## config.mk

```make
export PLATFORM = sky130hd
export DESIGN_NAME = sto_supervisor
export DESIGN_NICKNAME = d
export VERILOG_FILES = /design/src/rtl/sto_pkg.sv /design/src/rtl/sync2.sv /design/src/rtl/wait_timer.sv /design/src/rtl/sto_supervisor.sv
export SDC_FILE = /design/constraint.sdc
export NUM_CORES = 1
export LEC_CHECK = 0
export BUFFER_PORTS_ARGS = -buffer_cell sky130_fd_sc_hd__buf_4
export CAP_MARGIN = 40
export CELL_PAD_IN_SITES_DETAIL_PLACEMENT = 0
export CELL_PAD_IN_SITES_GLOBAL_PLACEMENT = 1
export CORE_MARGIN = 2
export CORE_UTILIZATION = 40
export DETAILED_ROUTE_END_ITERATION = 10
export PLACE_DENSITY = 0.73
export SETUP_SLACK_MARGIN = 0.05
export SYNTH_ARGS = -nofsm -noshare
export SYNTH_HDL_FRONTEND = slang
export SYNTH_SLANG_ARGS = --single-unit
export TNS_END_PERCENT = 1
```

## constraint.sdc

```tcl
create_clock -name clk -period 2.6 [get_ports clk]
set_input_delay 0.26 -clock clk [delete_from_list [all_inputs] [get_ports clk]]
set_output_delay 0.26 -clock clk [all_outputs]
set_load 0.1 [all_outputs]
```

## src/rtl/sto_pkg.sv

```systemverilog
// shared constants and types for the torque-off and dataset-select block
package sto_pkg;
  localparam int ADDR_W = 8;
  localparam int DATA_W = 32;
  localparam int PARAM_W = 16;
  localparam int NUM_SETS = 4;
  localparam int NUM_PARAMS = 4;
  localparam int SET_W = 2;

  // register byte addresses
  localparam logic [7:0] OFS_CTRL = 8'h00;
  localparam logic [7:0] OFS_STATUS = 8'h04;
  localparam logic [7:0] OFS_DSET = 8'h08;
  localparam logic [7:0] OFS_PARAM_BASE = 8'h40;
  localparam logic [1:0] PARAM_WIN_TAG = 2'h1;

  // control register fields and register reset values
  localparam int CTRL_RUN_BIT = 0;
  localparam int CTRL_ACLR_BIT = 1;
  localparam int CTRL_SWSEL_BIT = 2;
  localparam int CTRL_IODIR_BIT = 3;
  localparam logic [3:0] CTRL_RESET = 4'h0;
  localparam logic [1:0] DSET_RESET = 2'h0;
  localparam logic [15:0] PARAM_RESET = 16'h0000;

  // timing
  localparam int CLK_HZ = 100_000_000;
  localparam int STOP_LIMIT_MS = 10;
  localparam int DISCORD_WAIT_S = 5;
  localparam int STOP_LIMIT_CYCLES = STOP_LIMIT_MS * (CLK_HZ / 1000);
  localparam int DISCORD_CYCLES = DISCORD_WAIT_S * CLK_HZ;
  localparam int TMR_W = 32;

  typedef enum logic [2:0] {
    ST_NORMAL = 3'b001,
    ST_STANDBY = 3'b010,
    ST_TORQUE_OFF = 3'b100
  } stop_state_t;

  typedef logic [NUM_PARAMS-1:0][PARAM_W-1:0] param_set_t;

  typedef struct packed {
    logic [1:0] active_set;
    logic input_b;
    logic input_a;
    logic running;
    logic alarm;
    logic discord_alarm;
    logic standby;
    logic torque_off;
  } status_t;
endpackage : sto_pkg

```

## src/rtl/sync2.sv

```systemverilog
// two-stage synchroniser for pin inputs
`timescale 1ns/1ns
module sync2 #(
  parameter int W = 1
) (
  input wire logic clk,
  input wire logic sys_rst,
  input wire logic [W-1:0] async_in,
  output logic [W-1:0] sync_out
);
  logic [W-1:0] meta_q;

  always_ff @(posedge clk) begin
    if (sys_rst) begin
      meta_q <= '0;
      sync_out <= '0;
    end else begin
      meta_q <= async_in;
      sync_out <= meta_q;
    end
  end
endmodule : sync2

```

## src/rtl/wait_timer.sv

```systemverilog
// wait timer that flags expiry after a set number of cycles while enabled
`timescale 1ns/1ns
module wait_timer #(
  parameter int LIMIT = 16
) (
  input wire logic clk,
  input wire logic sys_rst,
  input wire logic run,
  output logic expired
);
  logic [sto_pkg::TMR_W-1:0] count_q;
  localparam logic [sto_pkg::TMR_W-1:0] LAST = sto_pkg::TMR_W'(LIMIT - 1);

  always_ff @(posedge clk) begin
    if (sys_rst || !run) begin
      count_q <= '0;
    end else if (count_q != LAST) begin
      count_q <= count_q + 1'b1;
    end
  end

  assign expired = run && (count_q == LAST);
endmodule : wait_timer

```

## src/rtl/sto_supervisor.sv

```systemverilog
// torque-off supervision and motor dataset selection with Avalon-MM registers
`timescale 1ns/1ns
module sto_supervisor #(
  parameter int DISCORD_CYCLES = sto_pkg::DISCORD_CYCLES,
  parameter int STOP_LIMIT_CYCLES = sto_pkg::STOP_LIMIT_CYCLES
) (
  input wire logic clk,
  input wire logic sys_rst,
  input wire logic [7:0] avs_address,
  input wire logic avs_read,
  input wire logic avs_write,
  input wire logic [31:0] avs_writedata,
  input wire logic [3:0] avs_byteenable,
  output logic [31:0] avs_readdata,
  output logic avs_waitrequest,
  input wire logic stop_input_a,
  input wire logic stop_input_b,
  input wire logic internal_fault,
  input wire logic dataset_sel_in,
  input wire logic cfg_io_in,
  output logic cfg_io_out,
  output logic cfg_io_oe_n,
  output logic pwm_enable,
  output logic [1:0] gate_enable,
  output logic alarm_relay,
  output logic run_output,
  output logic [1:0] active_dataset,
  output sto_pkg::param_set_t active_params
);
  ////////////////////////////////////////////////////////////////////////////
  // pin synchronisation
  logic [4:0] pins_s;
  logic sa_s, sb_s, fault_s, sel1_s, sel2_s;

  sync2 #(.W(5)) pin_sync (
    .clk(clk),
    .sys_rst(sys_rst),
    .async_in({cfg_io_in, dataset_sel_in, internal_fault, stop_input_b, stop_input_a}),
    .sync_out(pins_s)
  );

  assign sa_s = pins_s[0];
  assign sb_s = pins_s[1];
  assign fault_s = pins_s[2];
  assign sel1_s = pins_s[3];
  assign sel2_s = pins_s[4];

  ////////////////////////////////////////////////////////////////////////////
  // register state
  logic [3:0] ctrl_q;
  logic [1:0] dset_q;
  logic [15:0] param_mem [0:15];
  logic discord_alarm_q;
  sto_pkg::stop_state_t state_q, state_d;
  logic access, wr_en, rd_en, param_hit;
  logic [31:0] rdata_d;
  sto_pkg::status_t status;

  assign access = (avs_read || avs_write) && !avs_waitrequest;
  assign wr_en = access && avs_write;
  assign rd_en = access && avs_read;
  assign param_hit = (avs_address[7:6] == sto_pkg::PARAM_WIN_TAG) && (avs_address[1:0] == 2'h0);

  ////////////////////////////////////////////////////////////////////////////
  // torque-off state machine
  always_comb begin
    if (!sa_s && !sb_s) begin
      state_d = sto_pkg::ST_TORQUE_OFF;
    end else if (sa_s && sb_s) begin
      state_d = sto_pkg::ST_NORMAL;
    end else begin
      state_d = sto_pkg::ST_STANDBY;
    end
  end

  always_ff @(posedge clk) begin
    if (sys_rst) begin
      state_q <= sto_pkg::ST_TORQUE_OFF;
    end else begin
      state_q <= state_d;
    end
  end

  logic discord_expired;

  wait_timer #(.LIMIT(DISCORD_CYCLES)) discord_tmr (
    .clk(clk),
    .sys_rst(sys_rst),
    .run(state_q == sto_pkg::ST_STANDBY),
    .expired(discord_expired)
  );

  logic aclr_wr;
  assign aclr_wr = wr_en && (avs_address == sto_pkg::OFS_CTRL) && avs_byteenable[0]
    && avs_writedata[sto_pkg::CTRL_ACLR_BIT];

  // a timeout in the same cycle beats a software clear
  always_ff @(posedge clk) begin
    if (sys_rst) begin
      discord_alarm_q <= 1'b0;
    end else if (discord_expired) begin
      discord_alarm_q <= 1'b1;
    end else if (aclr_wr) begin
      discord_alarm_q <= 1'b0;
    end
  end

  logic alarm_any, stop_now, run_d;
  assign alarm_any = discord_alarm_q || fault_s;
  assign stop_now = (state_d == sto_pkg::ST_TORQUE_OFF) || alarm_any;
  assign run_d = ctrl_q[sto_pkg::CTRL_RUN_BIT] && !stop_now;

  ////////////////////////////////////////////////////////////////////////////
  // power stage outputs
  always_ff @(posedge clk) begin
    if (sys_rst) begin
      pwm_enable <= 1'b0;
      gate_enable <= 2'b00;
      alarm_relay <= 1'b0;
      run_output <= 1'b0;
    end else begin
      pwm_enable <= !stop_now;
      gate_enable <= {2{!stop_now}};
      alarm_relay <= alarm_any;
      run_output <= run_d;
    end
  end

  ////////////////////////////////////////////////////////////////////////////
  // dataset selection and parameter store
  logic [1:0] set_d;
  assign set_d = ctrl_q[sto_pkg::CTRL_SWSEL_BIT] ? dset_q
    : {(ctrl_q[sto_pkg::CTRL_IODIR_BIT] ? 1'b0 : sel2_s), sel1_s};

  always_ff @(posedge clk) begin
    if (sys_rst) begin
      active_dataset <= sto_pkg::DSET_RESET;
      active_params <= '0;
    end else begin
      active_dataset <= set_d;
      for (int i = 0; i < sto_pkg::NUM_PARAMS; i++) begin
        active_params[i] <= param_mem[{set_d, i[1:0]}];
      end
    end
  end

  always_ff @(posedge clk) begin
    if (sys_rst) begin
      for (int i = 0; i < 16; i++) begin
        param_mem[i] <= sto_pkg::PARAM_RESET;
      end
    end else if (wr_en && param_hit) begin
      if (avs_byteenable[0]) begin
        param_mem[avs_address[5:2]][7:0] <= avs_writedata[7:0];
      end
      if (avs_byteenable[1]) begin
        param_mem[avs_address[5:2]][15:8] <= avs_writedata[15:8];
      end
    end
  end

  ////////////////////////////////////////////////////////////////////////////
  // configurable i/o terminal
  always_ff @(posedge clk) begin
    if (sys_rst) begin
      cfg_io_oe_n <= 1'b1;
      cfg_io_out <= 1'b0;
    end else begin
      cfg_io_oe_n <= !ctrl_q[sto_pkg::CTRL_IODIR_BIT];
      cfg_io_out <= run_d;
    end
  end

  ////////////////////////////////////////////////////////////////////////////
  // avalon-mm slave
  always_ff @(posedge clk) begin
    if (sys_rst) begin
      ctrl_q <= sto_pkg::CTRL_RESET;
      dset_q <= sto_pkg::DSET_RESET;
    end else if (wr_en && avs_byteenable[0]) begin
      if (avs_address == sto_pkg::OFS_CTRL) begin
        ctrl_q <= {avs_writedata[3:2], 1'b0, avs_writedata[0]};
      end
      if (avs_address == sto_pkg::OFS_DSET) begin
        dset_q <= avs_writedata[1:0];
      end
    end
  end

  always_comb begin
    status = '0;
    status.torque_off = !pwm_enable;
    status.standby = (state_q == sto_pkg::ST_STANDBY);
    status.discord_alarm = discord_alarm_q;
    status.alarm = alarm_relay;
    status.running = run_output;
    status.input_a = sa_s;
    status.input_b = sb_s;
    status.active_set = active_dataset;
  end

  always_comb begin
    rdata_d = 32'h0000_0000;
    if (avs_address == sto_pkg::OFS_CTRL) begin
      rdata_d = {28'h0, ctrl_q};
    end else if (avs_address == sto_pkg::OFS_STATUS) begin
      rdata_d = {23'h0, status};
    end else if (avs_address == sto_pkg::OFS_DSET) begin
      rdata_d = {30'h0, dset_q};
    end else if (param_hit) begin
      rdata_d = {16'h0, param_mem[avs_address[5:2]]};
    end
  end

  always_ff @(posedge clk) begin
    if (sys_rst) begin
      avs_waitrequest <= 1'b1;
    end else if (!avs_waitrequest) begin
      avs_waitrequest <= 1'b1;
    end else if (avs_read || avs_write) begin
      avs_waitrequest <= 1'b0;
    end
  end

  always_ff @(posedge clk) begin
    if (sys_rst) begin
      avs_readdata <= 32'h0000_0000;
    end else if (avs_read && avs_waitrequest) begin
      avs_readdata <= rdata_d;
    end
  end

  logic [31:0] stop_wait_q;
  always_ff @(posedge clk) begin
    if (sys_rst || pwm_enable == 1'b0 || sa_s || sb_s) begin
      stop_wait_q <= '0;
    end else begin
      stop_wait_q <= stop_wait_q + 1'b1;
    end
  end
endmodule : sto_supervisor

```

=== After elaboration in Yosys (flattened, before gate mapping) ===
Memories as Yosys holds them, arrays and structs flattened. A register that Yosys moved wholly into a read port is not among the register bits.
Index checks and enable logic that the tools add are counted.
Widths: inputs -> output; s select.

* Word-level logic and storage cells: 80
* Memories kept: 1
* Bits in writable memories: 256
* Register bits after elaboration: 91

* Add/sub/neg operators: 1
* Reduce and logical (&&, ||, !) cells: 31
* Muxes and demuxes: 24
* Bitwise gates (word level): 1
* Eq/ne operators: 7

{| class="wikitable"
|+ Memory list
! name !! depth !! bits a word !! read ports !! clocked after Yosys merged registers in !! write ports !! line !! source
|-
| param_mem || 16 || 16 || 5 || 4 || 16 || sto_supervisor.sv:52 || <nowiki>logic [15:0] param_mem [0:15];</nowiki>
|}

{| class="wikitable"
|+ Operators with widths
! cell !! count
|-
| $mux 16 || 5
|-
| $add 32x1->32 const B || 1
|-
| $eq 32x29->1 const B || 1
|-
| $ne 32x29->1 const B || 1
|-
| $reduce_or 16->1 || 1
|-
| $mux 1 || 14
|-
| $logic_and 1x1->1 || 13
|-
| $eq 8x3->1 const B || 1
|-
| $eq 8x4->1 const B || 1
|-
| $logic_not 8->1 || 1
|-
| $logic_not 1->1 || 7
|-
| $mux 2 || 3
|-
| $logic_or 1x1->1 || 4
|-
| $mux 4 || 1
|-
| $reduce_and 2->1 || 2
|-
| $eq 3x2->1 const B || 1
|-
| $eq 3x3->1 const B || 1
|-
| $mux 3 || 1
|-
| $eq 2x1->1 const B || 1
|-
| $logic_not 2->1 || 1
|-
| $reduce_bool 2->1 || 1
|-
| $reduce_or 2->1 || 1
|-
| $not 1->1 || 1
|}

=== Longest topological paths before layout ===
Gate-level depths: netlist of the first run.

* Depth in word-level cells: 9
* Mapped depth: 8
* Mapped depth without buffers: 6

=== Cells and area by module ===
Synthesis of the first run repeated with hierarchy kept, for this count alone.

* Cell total of the unflattened synthesis: 1353
* Area, all modules: 18601.6 sq um

{| class="wikitable"
|+ Modules (own cells, without submodules)
! module !! cells an instance !! area an instance (sq um) !! instances !! sequential area each (sq um)
|-
| sto_supervisor || 1137 || 16709.8 || 1 || 9609.2
|-
| wait_timer || 196 || 1629.1 || 1 || 640.6
|-
| sync2 || 20 || 262.8 || 1 || 200.2
|}

=== Worst setup path after synthesis of the first run ===
No wires, ideal clock.

* Path kind: register to register
* Start: register avs_waitrequest
* End: memory param_mem[3][10] (enable)
* Buffers on the path: 1
* Setup time: 0.384 ns
* Slack: 0.142 ns
* Stages on the path, launching flop included: 5
* Arrival: 2.074 ns
* Clock period less this slack: 2.458 ns
* Required time: 2.216 ns
* Path through: dfxtp_1 > nand3b_1 > or2_2 > clkbuf_1 > o21ai_0

{| class="wikitable"
|+ RTL lines
! element !! line !! source
|-
| from (decl) || sto_supervisor.sv:15 || <nowiki>output logic avs_waitrequest,</nowiki>
|-
| from (signal assigned) || sto_supervisor.sv:217 || <nowiki>avs_waitrequest <= 1'b1;</nowiki>
|-
| from (signal assigned) || sto_supervisor.sv:219 || <nowiki>avs_waitrequest <= 1'b1;</nowiki>
|-
| from (signal assigned) || sto_supervisor.sv:221 || <nowiki>avs_waitrequest <= 1'b0;</nowiki>
|-
| to (decl) || sto_supervisor.sv:52 ||
|}

=== Final worst setup path of the first run ===
* Start: register ctrl_q[2]
* End: register active_params[23] (netlist name), read port of param_mem

* Cells in the longest elaborated chain, start to end: 1

{| class="wikitable"
|+ Ends and longest elaborated chain
! element !! line !! source
|-
| from (decl) || sto_supervisor.sv:50 || <nowiki>logic [3:0] ctrl_q;</nowiki>
|-
| from (signal assigned) || sto_supervisor.sv:178 || <nowiki>ctrl_q <= sto_pkg::CTRL_RESET;</nowiki>
|-
| from (signal assigned) || sto_supervisor.sv:182 || <nowiki>ctrl_q <= {avs_writedata[3:2], 1'b0, avs_writedata[0]};</nowiki>
|-
| $mux 2 || sto_supervisor.sv:132 || <nowiki>assign set_d = ctrl_q[sto_pkg::CTRL_SWSEL_BIT] ? dset_q</nowiki>
|-
| to (decl) || sto_supervisor.sv:28 || <nowiki>output sto_pkg::param_set_t active_params</nowiki>
|}

No other way between the ends.
A chain may end at the register's enable or synchronous reset.

==> results of run 1 <==
-- metal layers --
layer	GRT usage, %	wire length [um]
met1	30.59	21780
met2	34.42	24070
met3	5.772	5014
met4	7.169	1406
met5	0	0
-- cells by family after synthesis --
family,synth area share (%)
AO/OA/AOI/OAI,3.819
AND/OR/NAND/NOR,17.80
XOR/XNOR,1.010
multiplexers,16.59
other,0.02059
flip-flops,57.37
buffers and inverters,3.180
adder cells (fa/ha/maj),0.2061
-- through the flow --
stage	setup WS (ps)	power, W	hold WS (ps)	util [%]
detailed placement	179.2	0.008759	427.6	44.93
CTS	449.2	0.01484	50.48	48.16
finish	430.1	0.01474	70.62	48.16
global placement	194.9	0.008746	414.3	44.93
global route	337.7	0.01517	78.77	48.16
floorplan	142.4	0.008241	375.9	-
-- power by group through the flow --
stage,registers (W),clock network [W],logic (W)
after floorplan,0.00752,0,0.000725
after global placement,0.00711,0,0.00164
after detailed placement,0.00711,0,0.00165
after CTS,0.00698,0.00620,0.00166
after global routing,0.00700,0.00644,0.00173
final,0.00698,0.00609,0.00166
-- final timing paths --
kind | start | to | cells after the start
max | ctrl_q[2] | active_params[23] | 5
min | avs_writedata[3] | ctrl_q[3] | 3
max reg2reg | ctrl_q[2] | active_params[23] | 5
min reg2reg | pin_sync.meta_q[1] | pin_sync.sync_out[1] | 1
-- cell usage in the layout (no fill, tap or decap), types with 3 or more instances in the layout --
cell type / synthesis / layout
a21oi_1: 14 / 14
a221oi_1: 7 / 7
a22oi_1: 34 / 33
and2_1: 310 / 310
and3_1: 8 / 8
buf_12: 0 / 6
buf_4: 28 / 224
bufinv_16: 0 / 4
clkbuf_1: 54 / 13
clkbuf_16: 0 / 44
clkbuf_8: 0 / 4
clkinv_1: 1 / 6
clkinv_2: 0 / 5
conb_1: 1 / 16
dfxtp_1: 138 / 138
dlygate4sd3_1: 0 / 8
edfxtp_1: 256 / 256
ha_1: 3 / 3
inv_1: 8 / 7
mux2i_1: 14 / 13
mux4_2: 128 / 128
nand2_1: 35 / 35
nand2b_1: 3 / 3
nand3_1: 18 / 18
nand4_1: 13 / 13
nor2_1: 81 / 81
nor2_2: 5 / 5
nor2b_1: 15 / 15
nor3_1: 22 / 22
nor4_1: 9 / 9
nor4b_1: 4 / 3
o21ai_0: 50 / 50
or2_2: 3 / 3
or3_1: 6 / 6
or4_1: 4 / 4
xnor2_1: 5 / 5
xor2_1: 16 / 16
-- layout make-up --
cell class / instances / area (um2)
Timing Repair Buffer: 238 / 1882
Fill cell: 3931 / 23420
Inverter: 9 / 33.78
Multi-Input combinational cell: 852 / 7267
Sequential cell: 394 / 10450
Antenna cell: 1 / 2.502
Clock buffer: 61 / 1205
Tap cell: 600 / 750.7
Clock inverter: 15 / 172.7
-- sequential cells by signal (all words and copies together) (netlist names), 2 cells and up --
name                 flops
param_mem              256
active_params           64
discord_tmr.count_q     32
avs_readdata            16
pin_sync.meta_q          5
pin_sync.sync_out        5
ctrl_q                   3
state_q                  3
active_dataset           2
dset_q                   2
-- cell usage after synthesis (all sizes together), types with 2 or more instances --
master    n
nor3b     2
ha        3
edfxtp  256
and4      2
xor2     16
nand4    14
a21oi    14
buf      55
and2    311
mux4    128
nor2     86
mux2i    14
a22oi    34
nor4b     5
nor4     10
or3       7
o211ai    2
nor2b    15
or4b      2
or2       3
nand3    20
xnor2     5
nand4b    2
nand2    37
a221oi    7
nand3b    2
inv       8
nor3     22
dfxtp   138
clkbuf   54
o31ai     2
or4       4
nand2b    3
and3      8
o21ai    50
-- what timing repair did --
action,in CTS,in global routing
endpoints found under the hold margin,7,0
gates resized for setup,0,0
hold buffers,8,0
-- worst max-delay path: stages (launching register included) --
cell	delay [ps]
dfxtp_1	500
nor2_1	110
a22oi_2	580
buf_12	280
mux4_2	380
and2_1	190
==> Flow_metrics.wiki, run 1 <==
{| class="wikitable"
! Metric !! Value
|-
| Status || finished, final reports clean
|-
| Boundary pin count || 159
|-
| Max Fanout on Critical Path || 25
|-
| Worst-Margin Slew || 911.9 ps
|-
| Synth area leaders || edfxtp_1 42%, mux4_2 16%, dfxtp_1 15%
|-
| Global route total overflow || 0
|-
| Max rail drop VDD || 0.0004114 V
|-
| Switch share || 25.42%
|-
| First-pass iteration count of the detailed router || 5
|-
| Die area || 47260 um2
|-
| Largest net degree at the start of global routing || 49
|-
| Post-synthesis average cell area || 13.50 um2
|-
| Count of final setup violators || 0
|-
| Share of layout cells above drive strength 1 || 27.85%
|-
| Cts bufs inserted || 42
|-
| DR vias || 11.96k
|-
| Count of nets after finishing || 1593
|-
| Worst-case clock buffer depth || 3
|-
| Placed inst area || 20300 um2
|-
| Data required time at the worst endpoint || 3060 ps
|-
| Slew Limit Fails || 0
|-
| Number of standard cells in the layout, taps in and fillers out || 2170
|-
| Port Buf Inserts || 124
|-
| Share of power burned in the clock network || 41.3%
|-
| Skew-Pair Late Insertion Delay || 570 ps
|-
| Starting density of the core || 40.31%
|-
| Worst Clk Skew || 17.88 ps
|-
| Clock Tree Root || clkbuf_16
|-
| # clock sinks || 394
|-
| Shortest clock period the worst path allows after layout || 2170 ps
|-
| Type of destination of the critical path || flop
|-
| Mapped Cells || 1349
|-
| Path class of the lowest-slack min-delay path || in2reg
|-
| Post-DP HPWL || 35930 um
|-
| Syn Std Cell Area || 18220 um2
|-
| CP Launch Type || flop
|-
| Post-CTS setup buffer count || 0
|-
| Total GRT Usage || 22.22%
|-
| Global-route wire length before repair || 76810 um
|-
| Combinational share of power || 11.3%
|-
| Post-synthesis sequential area ratio || 57.37%
|-
| Max Cap Viol || 0
|-
| Remaining DRCs || 0
|-
| Reg2reg setup slack || 430 ps
|-
| Avg WL per Cell || 24.09 um
|-
| Die Width || 217.4 um
|-
| Async set-or-reset flop fraction in the synthesized netlist || 0%
|-
| Share of total power in sequential cells || 47.4%
|-
| Startpoint-to-endpoint class of the critical path || reg2reg
|-
| RD Place Congestion || 0.8655
|-
| Maximum clock frequency || 460.8 MHz
|-
| Mean number of vias per cell || 5.511
|-
| CTS tree || built
|-
| Clk pin slew, worst setup/hold paths || 60 ps
|-
| Final-report hold violation count || 0
|-
| Number of synthesized flops with an enable pin || 256
|-
| # placed instances || 2085
|-
| Total number of yosys warnings || 0
|-
| Pwr Density || 677.1 nW/um2
|-
| Number of distinct library cell variants in the gate-level netlist after synthesis || 53
|-
| Num rows || 78
|-
| Die height || 217.4 um
|-
| Area leader, netlist || edfxtp_1
|-
| Post-synthesis sequential element count || 394
|-
| Initial antenna violation count || 4
|-
| Post-DRT Antenna Nets || 0
|-
| Total negative setup slack || 0 ps
|-
| Initial DRC count || 1508
|-
| Area overhead of the layout relative to synthesis || 19.47%
|-
| Synth Flop Type || edfxtp_1
|-
| Internal power || 0.01099 W
|-
| Top-area cell type share of the netlist area || 42.20%
|-
| Post-route clock period utilization || 83.46%
|-
| Detailed-route wire length || 52270 um
|-
| Via count of the first global-routing pass || 11.88k
|-
| Switch Pwr || 0.003747 W
|-
| Core area || 45190 um2
|-
| Data arrival time of the critical path || 2630 ps
|-
| Max_slew headroom || 39.08%
|-
| Fin area || 21760 um2
|-
| Static power due to leakage || 8.224 nW
|-
| RSZ-0062 raised after global routing || false
|-
| Count of H-tree levels built during CTS || 2
|}
(Power assumes the default switching activity.)
==> run 2, diff against run 1 <==
--- a/config.mk
+++ b/config.mk
@@ -12,7 +12,7 @@
 export CORE_MARGIN = 2
 export CORE_UTILIZATION = 40
 export DETAILED_ROUTE_END_ITERATION = 10
-export PLACE_DENSITY = 0.73
+export PLACE_DENSITY = 0.75
 export SETUP_SLACK_MARGIN = 0.05
 export SYNTH_ARGS = -nofsm -noshare
 export SYNTH_HDL_FRONTEND = slang
==> constraint.sdc (replaced) <==
create_clock -name clk -period 1.7 [get_ports clk]
set_input_delay 0.17 -clock clk [delete_from_list [all_inputs] [get_ports clk]]
set_output_delay 0.17 -clock clk [all_outputs]
set_load 0.1 [all_outputs]
==> run 2 against run 1 <==
  * Power increased by 60%
  * The flow now finishes with violations (negative setup slack)
  * Critical endpoint is now active_params[22]
  * Worst setup slack got worse by 650 ps
  * Largest power group unchanged
  * Non-clock buffer count rose by 130
==> Flow_metrics.wiki, run 2 (synthesized netlist as in run 1, its figures left out) <==
{| class="wikitable"
! Metric !! Value
|-
| Combinational share of power || 12.5% (+1.2 points)
|-
| Internal power || 0.01735 W (+58%)
|-
| Boundary pin count || 159 (unchanged)
|-
| Capture point of the critical path || active_params[22]
|-
| Remaining DRCs || 0 (unchanged)
|-
| Initial antenna violation count || 0 (-4)
|-
| DR vias || 12.78k (+6.9%)
|-
| Post-route clock period utilization || 112.9% (+29 points)
|-
| Static power due to leakage || 9.299 nW (+13%)
|-
| Core area || 45190 um2 (unchanged)
|-
| Filler cell count || 3743 (-4.8%)
|-
| Setup crit start || ctrl_q[2]
|-
| Max stage delay cell, worst path || mux4_2
|-
| Switch Pwr || 0.006171 W (+65%)
|-
| Uppermost signal routing layer after detailed routing || met4
|-
| Startpoint of the lowest-slack register-to-register path || ctrl_q[2]
|-
| Area overhead of the layout relative to synthesis || 31.35%
|-
| Largest net degree at the start of global routing || 43 (-12%)
|-
| First-pass iteration count of the detailed router || 5 (unchanged)
|-
| Clk pin slew, worst setup/hold paths || 60 ps (about the same)
|-
| Avg WL per Cell || 25.18 um (+4.5%)
|-
| Cells along the critical path || mux2i_4 > buf_12 > buf_16 > mux4_2 > and2_4
|-
| Shortest clock period the worst path allows after layout || 1919 ps (-251.4 ps)
|-
| Global route total overflow || 0 (unchanged)
|-
| Type of destination of the critical path || flop
|-
| Post-DRT Antenna Nets || 0 (unchanged)
|-
| Clock Tree Root || clkbuf_16
|-
| Max FFs per register || 256 (unchanged)
|-
| Max Cap Viol || 0 (unchanged)
|-
| Startpoint-to-endpoint class of the critical path || reg2reg
|-
| Max_slew headroom || 51.46% (+12 points)
|-
| Starting density of the core || 40.31% (unchanged)
|-
| Count of nets after finishing || 1724 (+8.2%)
|-
| Largest register by flop count || param_mem
|-
| Path class of the lowest-slack min-delay path || in2reg
|-
| Max Fanout on Critical Path || 8 (-68%)
|-
| RSZ-0062 raised after global routing || true
|-
| Routed wire length on met2 || 25940 um (+7.8%)
|-
| Pwr Density || 983.2 nW/um2 (+45%)
|-
| Worst-Margin Slew || 728.0 ps (-183.9 ps)
|-
| Detailed-route wire length || 57970 um (+11%)
|-
| Mean number of vias per cell || 5.552 (+0.75%)
|-
| Final core area utilization || 52.95% (+4.8 points)
|-
| Die area || 47260 um2 (unchanged)
|-
| CTS tree || built
|-
| Largest stage delay on the critical path || 560 ps (-20 ps)
|-
| Die Width || 217.4 um (unchanged)
|-
| Leading registers by flop count || param_mem: 256 flops, active_params: 64 flops, discord_tmr.count_q: 32 flops
|-
| Most frequent standard cell in the layout excluding fill and tap cells || buf_4
|-
| # clock sinks || 394 (unchanged)
|-
| Skew-Pair Late Insertion Delay || 580 ps (about the same)
|-
| Via count of the first global-routing pass || 12.72k (+7.0%)
|-
| Post-DP HPWL || 41730 um (+16%)
|-
| Maximum clock frequency || 521.2 MHz (+13%)
|-
| Data arrival time of the critical path || 2390 ps (-240 ps)
|-
| Worst slack, placed || -417.5 ps (-596.8 ps)
|-
| Global-route wire length before repair || 84430 um (+9.9%)
|-
| Status || complete, but fails checks
|-
| Length in cells of the worst reg-to-reg path || 5 (unchanged)
|-
| Cts bufs inserted || 43 (+2.4%)
|-
| Num rows || 78 (unchanged)
|-
| Fin area || 23930 um2 (+9.9%)
|-
| Most used cells in the layout excluding fill and tap cells || 312 x buf_4, 269 x and2_1, 256 x edfxtp_1, 128 x mux4_2, 125 x dfxtp_1
|-
| Share of total power in sequential cells || 45.7% (-1.7 points)
|-
| Ant. Diodes || 0 (-1)
|-
| Worst r2r dst || active_params[22]
|-
| Switch share || 26.23% (+0.81 points)
|-
| Placed inst area || 21860 um2 (+7.7%)
|-
| Total GRT Usage || 24.51% (+2.3 points)
|-
| DRT met1 WL || 23700 um (+8.8%)
|-
| Share of layout cells above drive strength 1 || 41.72% (+14 points)
|-
| Slew Limit Fails || 0 (unchanged)
|-
| Count of H-tree levels built during CTS || 2 (unchanged)
|-
| Violated checks || negative setup slack
|-
| Length of routed met3 wiring || 6536 um (+30%)
|-
| Max rail drop VDD || 0.0007958 V (+93%)
|-
| Setup ws final || -218.5 ps (-648.6 ps)
|-
| Count of final setup violators || 69 (+69)
|-
| Worst Clk Skew || 12.49 ps (-5.393 ps)
|-
| Port Buf Inserts || 124 (unchanged)
|-
| CP Launch Type || flop
|-
| RD Place Congestion || 0.9215 (+6.5%)
|-
| Final hold slack || 18.81 ps (-51.81 ps)
|-
| Reg2reg setup slack || -220 ps (-650 ps)
|-
| Worst-case clock buffer depth || 3 (unchanged)
|-
| Data required time at the worst endpoint || 2170 ps (-890 ps)
|-
| Initial DRC count || 1502 (-0.40%)
|-
| Final-report hold violation count || 0 (unchanged)
|-
| Die height || 217.4 um (unchanged)
|-
| Share of power burned in the clock network || 41.8% (+0.5 points)
|}
[run 2: changes by cell type in the layout (fill, tap and decap cells not counted), moves of 16 or more]
cell	previous run	this run
buf_4	224	312
and2_4	0	42
and2_1	310	269
o21ai_0	50	17
buf_12	6	35
a22oi_1	33	17
a22oi_2	1	17
o21ai_2	0	16
o21ai_4	0	16
[run 2: per-stage QoR]
stage | instances | total power [W] | setup TNS [ps]
5_1_grt | 2302 | 0.02419 | -14570
4_1_cts | 2300 | 0.02356 | -10910
2_1_floorplan | 1364 | 0.01265 | -28720
3_3_place_gp | 2207 | 0.01369 | -153150
6_report | 2302 | 0.02353 | -11430
3_5_place_dp | 2209 | 0.01370 | -160170
[run 2: how the worst min path moves through the flow]
stage                          start               to  slack, ps  cells after the start
detailed placement          avs_read  avs_waitrequest        390                      2
CTS                 avs_writedata[3]        ctrl_q[3]        0.2                      3
floorplan                   avs_read  avs_waitrequest        280                      1
global placement            avs_read  avs_waitrequest        390                      2
finish              avs_writedata[3]        ctrl_q[3]         20                      3
global route        avs_writedata[3]        ctrl_q[3]         20                      3
[run 2: critical path, delay by kind of cell, from the launching register on]
kind                   cells  cell delay (ps)
multiplexers               2              880
buffers and inverters      2              400
flip-flops                 1              360
AND/OR/NAND/NOR            1              160
[run 2: what timing repair did]
action                                  CTS  global route
buffers inserted                          2             0
resized for setup                        53            66
pin swaps                                46            25
cloned                                    1             2
hold buffers                              9             0
endpoints found under the setup margin  141           143
endpoints found under the hold margin     8             0
[run 2: per-layer routing]
layer / global-route usage [%] / up-vias
met1: 32.99 / 6396
met4: 7.922 / 0
met5: 0 / -
met3: 8.847 / 120
li1: - / 5612
met2: 36.91 / 653
[run 2: layout make-up]
type / instances / area, um2 / area share, %
clock buffers: 55 / 1164 / 4.863
clock inverters: 24 / 294.0 / 1.229
inverters: 9 / 36.28 / 0.1516
multi-input cells: 852 / 7858 / 32.84
flip-flops and latches: 394 / 10470 / 43.75
well taps: 600 / 750.7 / 3.138
repair buffers: 368 / 3356 / 14.03
[run 2: power groups by stage]
stage	Clock, W	Combinational, W	Sequential (W)
after floorplan	0	0.00116	0.0115
final	0.00984	0.00294	0.0107
after global routing	0.0104	0.00305	0.0108
after CTS	0.00997	0.00287	0.0107
after global placement	0	0.00276	0.0109
after detailed placement	0	0.00278	0.0109
